[config.mk]
export PLATFORM = sky130hd
export DESIGN_NAME = ext_irq_and_vector_table
export DESIGN_NICKNAME = d
export VERILOG_FILES = /design/src/hw/ext_irq_and_vector_table.v
export VERILOG_INCLUDE_DIRS = /design/src /design/src/hw
export SDC_FILE = /design/constraint.sdc
export NUM_CORES = 1
export LEC_CHECK = 0
export BUFFER_PORTS_ARGS = -buffer_cell sky130_fd_sc_hd__buf_2
export CAP_MARGIN = 20
export CORE_ASPECT_RATIO = 1.5
export CORE_MARGIN = 1
export CORE_UTILIZATION = 40
export CTS_CLUSTER_SIZE = 12
export DETAILED_ROUTE_END_ITERATION = 7
export PLACE_DENSITY = 0.67
export SLEW_MARGIN = 20
export SYNTH_ARGS = -nofsm -noshare
export SYNTH_HDL_FRONTEND = slang
export SYNTH_SLANG_ARGS = --single-unit
[constraint.sdc]
create_clock -name ref_clk_i -period 5.1 [get_ports ref_clk_i]
set_input_delay 0.255 -clock ref_clk_i [delete_from_list [all_inputs] [get_ports ref_clk_i]]
set_output_delay 0.255 -clock ref_clk_i [all_outputs]
set_load 0.005 [all_outputs]
[src/hw/ext_irq_consts.vh]
`ifndef EXT_IRQ_CONSTS_VH
`define EXT_IRQ_CONSTS_VH

// ****************************************
// Register byte addresses
// ****************************************
// Control register stands at index 0x35, byte address four times that
`define MCU_CONTROL_IDX 8'h35
`define ADDR_MCU_CONTROL 12'h0d4
`define ADDR_REQ_ENABLE 12'h100
`define ADDR_REQ_FLAGS 12'h104
`define ADDR_PC_MASK 12'h108
`define ADDR_STATUS 12'h10c

// ****************************************
// Field positions and reset values
// ****************************************
`define MCU_CONTROL_RST 8'h00
`define MCU_CONTROL_WMASK 8'h7b
`define BIT_PULLUP_OFF 6
`define BIT_SLEEP_ALLOW 5
`define BIT_SLEEP_KIND_HI 4
`define BIT_SLEEP_KIND_LO 3
`define BIT_SENSE_HI 1
`define BIT_SENSE_LO 0
`define BIT_EN_LINE_B 7
`define BIT_EN_LINE_A 6
`define BIT_EN_PC 5
`define PC_MASK_RST 16'hffc8

// ****************************************
// Sense modes
// ****************************************
`define SENSE_LOW 2'b00
`define SENSE_ANY 2'b01
`define SENSE_FALL 2'b10
`define SENSE_RISE 2'b11

// ****************************************
// Vector addresses
// ****************************************
`define VEC_RESET 5'h00
`define VEC_LINE_A 5'h01
`define VEC_PIN_CHANGE 5'h02
`define VEC_TB_MATCH_A 5'h03
`define VEC_TB_MATCH_B 5'h04
`define VEC_TB_OVERFLOW 5'h05
`define VEC_TA_OVERFLOW 5'h06
`define VEC_SERIAL_START 5'h07
`define VEC_SERIAL_OVF 5'h08
`define VEC_NVM_READY 5'h09
`define VEC_COMPARATOR 5'h0a
`define VEC_CONVERTER 5'h0b
`define VEC_WATCHDOG 5'h0c
`define VEC_LINE_B 5'h0d
`define VEC_TA_MATCH_A 5'h0e
`define VEC_TA_MATCH_B 5'h0f
`define VEC_CAPTURE 5'h10
`define VEC_TB_MATCH_D 5'h11
`define VEC_FAULT 5'h12
`define NUM_SOURCES 19

`endif

[src/hw/ext_irq_and_vector_table.v]
// Behaviour
// - Any reset cause vectors to word zero
// - Line A 0x01, pin change 0x02, B 0x0D
// - Timer B match A/B, overflow 0x03-0x05
// - Timer A overflow 0x06, matches 0x0E/0x0F
// - Serial start/overflow, memory ready 0x07-0x09
// - Comparator, converter, watchdog 0x0A-0x0C
// - Capture, match D, fault 0x10-0x12
// - Pins trigger even when driven as outputs
// - Any unmasked pin toggle raises pin change
// - Pin change detected only with ref_clk_i running
// - Lines sense falling, rising or low level
// - Low level requests while pin stays low
// - Edge detection needs running I/O clock
// - Line A low level detected through the ref_clk_i samplers
// - Level must outlast start-up for interrupt
// - Control register layout, reset zero, read-only bits
// - Sense field: low, change, fall, rise
// - Pulses over two clocks always caught
// - Flags clear on entry or written one
//
// Chosen here: the AXI4-Lite slave port.
`include "ext_irq_consts.vh"

module ext_irq_and_vector_table (
  // Clock and reset
  input wire ref_clk_i,
  input wire rst_b_i,
  // AXI4-Lite slave
  input wire [11:0] s_axi_awaddr_i,
  input wire s_axi_awvalid_i,
  output reg s_axi_awready_o,
  input wire [31:0] s_axi_wdata_i,
  input wire [3:0] s_axi_wstrb_i,
  input wire s_axi_wvalid_i,
  output reg s_axi_wready_o,
  output reg [1:0] s_axi_bresp_o,
  output reg s_axi_bvalid_o,
  input wire s_axi_bready_i,
  input wire [11:0] s_axi_araddr_i,
  input wire s_axi_arvalid_i,
  output reg s_axi_arready_o,
  output reg [31:0] s_axi_rdata_o,
  output reg [1:0] s_axi_rresp_o,
  output reg s_axi_rvalid_o,
  input wire s_axi_rready_i,
  // Pins, sampled whatever their direction
  input wire ext_req_line_a_i,
  input wire ext_req_line_b_i,
  input wire [15:0] pin_change_inputs_i,
  // Reset causes and peripheral requests
  input wire [3:0] reset_cause_i,
  input wire [15:0] periph_req_i,
  // Core side
  input wire global_irq_en_i,
  input wire irq_ack_i,
  output reg irq_req_o,
  output reg [4:0] irq_vector_o,
  output reg [4:0] fetch_addr_o,
  output reg wake_o,
  output reg [6:0] mcu_control_o
);

  // ****************************************
  // Helpers
  // ****************************************
  function settle3;
    input [2:0] s;
    input old;
    begin
      settle3 = (s[2] == s[1]) ? s[1] : old;
    end
  endfunction

  // ****************************************
  // Registers
  // ****************************************
  reg [7:0] mcu_control_reg;
  reg [2:0] req_enable_reg;
  reg [15:0] pc_mask_reg;
  reg flag_a_reg, flag_b_reg, flag_pc_reg;
  reg [2:0] sync_a_reg, sync_b_reg;
  reg [15:0] pc_s0_reg, pc_s1_reg, pc_s2_reg, pc_last_reg;
  reg last_a_reg, last_b_reg;
  reg aw_hold_reg, w_hold_reg;
  reg [11:0] awaddr_reg;
  reg [31:0] wdata_reg;
  reg [3:0] wstrb_reg;

  wire [1:0] sense = mcu_control_reg[`BIT_SENSE_HI:`BIT_SENSE_LO];
  wire a_now = settle3(sync_a_reg, last_a_reg);
  wire b_now = settle3(sync_b_reg, last_b_reg);
  wire [15:0] pc_now;
  genvar g;
  generate
    for (g = 0; g < 16; g = g + 1) begin : g_pc
      assign pc_now[g] = settle3({pc_s2_reg[g], pc_s1_reg[g], pc_s0_reg[g]}, pc_last_reg[g]);
    end
  endgenerate

  // ****************************************
  // Edge and level sensing
  // ****************************************
  function edge_hit;
    input [1:0] mode;
    input now;
    input last;
    begin
      case (mode)
        `SENSE_ANY: edge_hit = now ^ last;
        `SENSE_FALL: edge_hit = last & ~now;
        `SENSE_RISE: edge_hit = now & ~last;
        default: edge_hit = 1'b0;
      endcase
    end
  endfunction

  wire hit_a = edge_hit(sense, a_now, last_a_reg);
  wire hit_b = edge_hit(sense, b_now, last_b_reg);
  wire level_mode = (sense == `SENSE_LOW);
  wire level_a = level_mode & ~a_now;
  wire level_b = level_mode & ~b_now;
  wire hit_pc = |((pc_now ^ pc_last_reg) & pc_mask_reg);

  // ****************************************
  // Request priority
  // ****************************************
  wire [18:0] pending;
  assign pending[0] = flag_a_reg & req_enable_reg[1] | level_a & req_enable_reg[1];
  assign pending[1] = flag_pc_reg & req_enable_reg[0];
  assign pending[11:2] = periph_req_i[9:0];
  assign pending[12] = flag_b_reg & req_enable_reg[2] | level_b & req_enable_reg[2];
  assign pending[18:13] = periph_req_i[15:10];

  reg [4:0] pick;
  reg any;
  integer i;
  always @* begin
    pick = `VEC_RESET;
    any = 1'b0;
    for (i = 18; i >= 0; i = i - 1) begin
      if (pending[i]) begin
        pick = i[4:0] + 5'd1;
        any = 1'b1;
      end
    end
  end

  wire ack_a = irq_ack_i & (irq_vector_o == `VEC_LINE_A);
  wire ack_b = irq_ack_i & (irq_vector_o == `VEC_LINE_B);
  wire ack_pc = irq_ack_i & (irq_vector_o == `VEC_PIN_CHANGE);

  // ****************************************
  // AXI4-Lite write decode
  // ****************************************
  wire do_write = aw_hold_reg & w_hold_reg & ~s_axi_bvalid_o;
  wire wr_ctl = do_write & (awaddr_reg == `ADDR_MCU_CONTROL) & wstrb_reg[0];
  wire wr_en = do_write & (awaddr_reg == `ADDR_REQ_ENABLE) & wstrb_reg[0];
  wire wr_flg = do_write & (awaddr_reg == `ADDR_REQ_FLAGS) & wstrb_reg[0];
  wire wr_msk = do_write & (awaddr_reg == `ADDR_PC_MASK);
  wire w_ok = (awaddr_reg == `ADDR_MCU_CONTROL) | (awaddr_reg == `ADDR_REQ_ENABLE) |
              (awaddr_reg == `ADDR_REQ_FLAGS) | (awaddr_reg == `ADDR_PC_MASK) |
              (awaddr_reg == `ADDR_STATUS);
  wire clr_a = wr_flg & wdata_reg[`BIT_EN_LINE_A];
  wire clr_b = wr_flg & wdata_reg[`BIT_EN_LINE_B];
  wire clr_pc = wr_flg & wdata_reg[`BIT_EN_PC];

  // ****************************************
  // Pin sampling and flags
  // ****************************************
  always @(posedge ref_clk_i or negedge rst_b_i) begin
    if (!rst_b_i) begin
      flag_a_reg <= 1'b0;
      flag_b_reg <= 1'b0;
      flag_pc_reg <= 1'b0;
      sync_a_reg <= 3'b111;
      sync_b_reg <= 3'b111;
      pc_s0_reg <= 16'h0000;
      pc_s1_reg <= 16'h0000;
      pc_s2_reg <= 16'h0000;
      pc_last_reg <= 16'h0000;
      last_a_reg <= 1'b1;
      last_b_reg <= 1'b1;
    end else begin
      // Pin samplers run whatever the pin direction
      sync_a_reg <= {sync_a_reg[1:0], ext_req_line_a_i};
      sync_b_reg <= {sync_b_reg[1:0], ext_req_line_b_i};
      pc_s0_reg <= pin_change_inputs_i;
      pc_s1_reg <= pc_s0_reg;
      pc_s2_reg <= pc_s1_reg;
      pc_last_reg <= pc_now;
      last_a_reg <= a_now;
      last_b_reg <= b_now;
      // Flags: set beats clear, level mode holds edge flags clear
      flag_a_reg <= ~level_mode & (hit_a | (flag_a_reg & ~clr_a & ~ack_a));
      flag_b_reg <= ~level_mode & (hit_b | (flag_b_reg & ~clr_b & ~ack_b));
      flag_pc_reg <= hit_pc | (flag_pc_reg & ~clr_pc & ~ack_pc);
    end
  end

  // ****************************************
  // Control registers
  // ****************************************
  always @(posedge ref_clk_i or negedge rst_b_i) begin
    if (!rst_b_i) begin
      mcu_control_reg <= `MCU_CONTROL_RST;
      req_enable_reg <= 3'b000;
      pc_mask_reg <= `PC_MASK_RST;
    end else begin
      if (wr_ctl)
        mcu_control_reg <= wdata_reg[7:0] & `MCU_CONTROL_WMASK;
      if (wr_en)
        req_enable_reg <= wdata_reg[7:5];
      if (wr_msk) begin
        if (wstrb_reg[0])
          pc_mask_reg[7:0] <= wdata_reg[7:0];
        if (wstrb_reg[1])
          pc_mask_reg[15:8] <= wdata_reg[15:8];
      end
    end
  end

  // ****************************************
  // Write channel
  // ****************************************
  always @(posedge ref_clk_i or negedge rst_b_i) begin
    if (!rst_b_i) begin
      aw_hold_reg <= 1'b0;
      w_hold_reg <= 1'b0;
      awaddr_reg <= 12'h000;
      wdata_reg <= 32'h0000_0000;
      wstrb_reg <= 4'h0;
      s_axi_awready_o <= 1'b0;
      s_axi_wready_o <= 1'b0;
      s_axi_bvalid_o <= 1'b0;
      s_axi_bresp_o <= 2'b00;
    end else begin
      // Address and data are taken in either order
      s_axi_awready_o <= ~aw_hold_reg & ~s_axi_awready_o;
      s_axi_wready_o <= ~w_hold_reg & ~s_axi_wready_o;
      if (s_axi_awvalid_i & s_axi_awready_o) begin
        aw_hold_reg <= 1'b1;
        awaddr_reg <= s_axi_awaddr_i;
        s_axi_awready_o <= 1'b0;
      end
      if (s_axi_wvalid_i & s_axi_wready_o) begin
        w_hold_reg <= 1'b1;
        wdata_reg <= s_axi_wdata_i;
        wstrb_reg <= s_axi_wstrb_i;
        s_axi_wready_o <= 1'b0;
      end
      if (do_write) begin
        s_axi_bvalid_o <= 1'b1;
        s_axi_bresp_o <= w_ok ? 2'b00 : 2'b10;
      end
      if (s_axi_bvalid_o & s_axi_bready_i) begin
        s_axi_bvalid_o <= 1'b0;
        aw_hold_reg <= 1'b0;
        w_hold_reg <= 1'b0;
      end
    end
  end

  // ****************************************
  // Read channel
  // ****************************************
  always @(posedge ref_clk_i or negedge rst_b_i) begin
    if (!rst_b_i) begin
      s_axi_arready_o <= 1'b0;
      s_axi_rvalid_o <= 1'b0;
      s_axi_rresp_o <= 2'b00;
      s_axi_rdata_o <= 32'h0000_0000;
    end else begin
      s_axi_arready_o <= ~s_axi_rvalid_o & ~s_axi_arready_o;
      if (s_axi_arvalid_i & s_axi_arready_o) begin
        s_axi_arready_o <= 1'b0;
        s_axi_rvalid_o <= 1'b1;
        s_axi_rresp_o <= 2'b00;
        case (s_axi_araddr_i)
          `ADDR_MCU_CONTROL: s_axi_rdata_o <= {24'h00_0000, mcu_control_reg};
          `ADDR_REQ_ENABLE: s_axi_rdata_o <= {24'h00_0000, req_enable_reg, 5'h00};
          `ADDR_REQ_FLAGS: s_axi_rdata_o <= {24'h00_0000, flag_b_reg, flag_a_reg, flag_pc_reg, 5'h00};
          `ADDR_PC_MASK: s_axi_rdata_o <= {16'h0000, pc_mask_reg};
          `ADDR_STATUS: s_axi_rdata_o <= {9'h000, pc_now, b_now, a_now, irq_vector_o};
          default: begin
            s_axi_rdata_o <= 32'h0000_0000;
            s_axi_rresp_o <= 2'b10;
          end
        endcase
      end
      if (s_axi_rvalid_o & s_axi_rready_i)
        s_axi_rvalid_o <= 1'b0;
    end
  end

  // ****************************************
  // Core request and vector
  // ****************************************
  always @(posedge ref_clk_i or negedge rst_b_i) begin
    if (!rst_b_i) begin
      irq_req_o <= 1'b0;
      irq_vector_o <= `VEC_RESET;
      fetch_addr_o <= `VEC_RESET;
      wake_o <= 1'b0;
      mcu_control_o <= 7'h00;
    end else begin
      irq_req_o <= any & global_irq_en_i & ~irq_ack_i;
      irq_vector_o <= pick;
      fetch_addr_o <= (|reset_cause_i) ? `VEC_RESET : pick;
      wake_o <= hit_pc | level_a;
      mcu_control_o <= mcu_control_reg[6:0];
    end
  end

endmodule // ext_irq_and_vector_table

==> flow_metrics.tcl <==
set metrics [dict create \
    status "finished with violations" \
    violations "negative hold slack" \
    worst_hold_slack_ps -79.4 \
    initial_core_util_pct 41.0 \
    drtAntennaViolNets 0 \
    async_flop_share_pct 100 \
    dieArea_um2 18300 \
    drt_first_iter_violations 181 \
    critical_path.max_fanout 8 \
    timing.final.crit_share_pct 47.8 \
    rsz0062_at_grt "no" \
    rows 59 \
    drtPass1Iterations 4 \
    core-area_um2 17300 \
    drive_gt1_share_pct 35.2 \
    grt_pass1_vias 4937 \
    postSynthCellCount 546 \
    hold_violations 33 \
    grt_usage_pct 17.9 \
    synth-edff-count 0 \
    wirelength_um 15900 \
    vias 4869 \
    syn_area_per_cell_um2 13.0 \
    synth_warnings 0 \
    clockBufferDepth 2 \
    gr-total-overflow 0 \
    final_util_pct 50.8 \
    place.gp.congestion 0.901 \
    cts_tree "built" \
    regMostFlops "s_axi_rdata_o" \
    area_growth_pct 24.0 \
    synth-seq-cells 180 \
    regArea_um2 4530 \
    maxSlewViolCount 0 \
    synth-seq-area-share_pct 63.7 \
    numCtsBuffers 17 \
    grt_pass1_wl_um 25400 \
    drv_cap 0 \
    final_nets 817 \
    viasPerCell 5.22 \
    fmax_ghz 0.410 \
    ys.flop_type "dfrtp_1" \
    worst-r2r-cell-count 4 \
    start_kind "flip-flop" \
    synth.top_cells.by_count "161 x dfrtp_1, 57 x mux2_2, 43 x nand2_1, 33 x nor2_1, 26 x o21ai_0" \
    die_x_um 111 \
    largest_reg_flops 23 \
    finalSetupTns_ps 0 \
    finClkSkew_ps 11.2 \
    worst_pin_slew_ps 1100 \
    cts.sinks 180 \
    finalPower_w 0.00369 \
    num_io_pins 167 \
    cts_resized 0 \
    cp_slowest_cell "or4b_4" \
    synthTopCellsByArea "dfrtp_1 57%, mux2_2 9.0%, dfstp_2 7.0%" \
    synth_top_area_share_pct 56.7 \
    setup_viol 0 \
    grt_max_degree 118 \
    grt_antenna_before_repair 2 \
    drc 0 \
    io_buffers 136 \
    worstPathCellList "or4b_4 > or3_1 > nor3b_4 > mux2_2" \
    htree_levels 4 \
    r2r-start "awaddr_reg[4]$_DFFE_PN0P_" \
    cellPowerDensity_nw_per_um2 419 \
    dp_hpwl_um 11500 \
    endpoint_kind "flip-flop" \
    max_stage_delay_ps 550 \
    hold_class "input port to async pin" \
    relSlewSlack_pct 26.0 \
    cts.root.buffer_cell "clkbuf_16" \
    p_leak_nw 4.10 \
    clock_latency_ps 420 \
    arrival_ps 2740 \
    r2r_end "pc_mask_reg[4]$_DFFE_PN0P_" \
    die_y_um 165 \
    worstPathRequired_ps 5400 \
    yosys.area.top_type "dfrtp_1" \
    synthDistinctLibCells 56 \
    multiInputGateArea_um2 2440 \
    fillers 1520 \
    syn_area_um2 7110 \
    yosysMostFrequentCell "dfrtp_1" \
    wl_per_cell_um 17.0 \
    worstSetupPathType "flip-flop to flip-flop" \
    fin_crit_ps 2440 \
    path_clk_slew_ps 70 \
    r2r_slack_ps 2660 \
    peakVddDrop_mv 0.187 \
]
cell type report:
type	instances	share of cell area (%)
Inverter	10	0.426
Timing Repair Buffer	157	10.1
Clock buffer	17	4.83
Tap cell	213	3.02
Clock inverter	14	2.51
Sequential cell	180	51.4
Antenna cell	1	0.0284
Multi-Input combinational cell	340	27.7
per-layer routing:
| layer | track usage (%) | part of all wire (%) | routed length [um] | vias up |
|---|---|---|---|---|
| met3 | 4.05 | 4.4 | 703 | 27 |
| met1 | 21.6 | 42 | 6600 | 2429 |
| met5 | 0 | 0.050 | 8 | - |
| met2 | 31.2 | 52 | 8240 | 129 |
| met4 | 6.79 | 2.1 | 327 | 2 |
| li1 | - | - | - | 2282 |
worst max path at each step:
stage                     slack [ps]                 startpoint                            to  depth (start not counted)
after global routing            2550  awaddr_reg[4]$_DFFE_PN0P_    pc_mask_reg[2]$_DFFE_PN0P_                          4
after detailed placement        2450          s_axi_araddr_i[4]  s_axi_rdata_o[1]$_DFFE_PN0P_                          6
final                           2660  awaddr_reg[4]$_DFFE_PN0P_    pc_mask_reg[4]$_DFFE_PN0P_                          4
after floorplan                 2870  awaddr_reg[4]$_DFFE_PN0P_    pc_mask_reg[0]$_DFFE_PN0P_                          5
after CTS                       2640  awaddr_reg[4]$_DFFE_PN0P_    pc_mask_reg[4]$_DFFE_PN0P_                          4
after global placement          2430          s_axi_araddr_i[4]  s_axi_rdata_o[1]$_DFFE_PN0P_                          6
cell usage in the layout, fill, tap and decap left out, drive strengths merged, types with 13 or more instances in the layout:
| cell type | synthesis | layout |
|---|---|---|
| dfrtp | 161 | 161 |
| buf | 17 | 138 |
| mux2 | 57 | 57 |
| nand2 | 43 | 43 |
| nor2 | 33 | 33 |
| o21ai | 26 | 26 |
| dfstp | 19 | 19 |
| dlygate4sd3 | 0 | 18 |
| clkbuf | 10 | 18 |
| maj3 | 17 | 17 |
| inv | 10 | 15 |
| a22oi | 13 | 13 |
power breakdown:
part | switching [W] | internal, W
Clock | 0.000560 | 0.000874
Sequential | 0.000162 | 0.00164
Combinational | 0.000213 | 0.000245
cell families (layout without fill, tap and decap cells):
kind of cell / count (synthesis) / in the layout / synth area share (%)
fa+ha+maj: 21 / 21 / 3.10
compound gates: 85 / 85 / 7.78
flops: 180 / 180 / 63.7
buf+inv: 37 / 198 / 2.62
simple gates: 163 / 163 / 13.2
mux: 59 / 59 / 9.49
other cells: 1 / 13 / 0.0528
worst max-delay path, delay by kind of cell (launching register included):
family	cells	cell delay [ps]
flops	1	390
simple gates	3	1530
mux	1	400
per-stage QoR:
step           hold slack [ps]  instance area (um^2)  cells  worst slack (ps)
2_1_floorplan            -40.6                  7150    557              2870
3_3_place_gp               335                  7970    881              2430
3_5_place_dp               335                  7980    882              2450
4_1_cts                   5.48                  8810    931              2640
5_1_grt                   16.0                  8810    932              2550
6_report                 -79.4                  8810    932              2660
timing repair:
item,CTS,global route
setup buffers,0,0
hold buffers,18,0
hold endpoints to repair,18,0
Note: power is estimated with default switching activity, not from simulation.
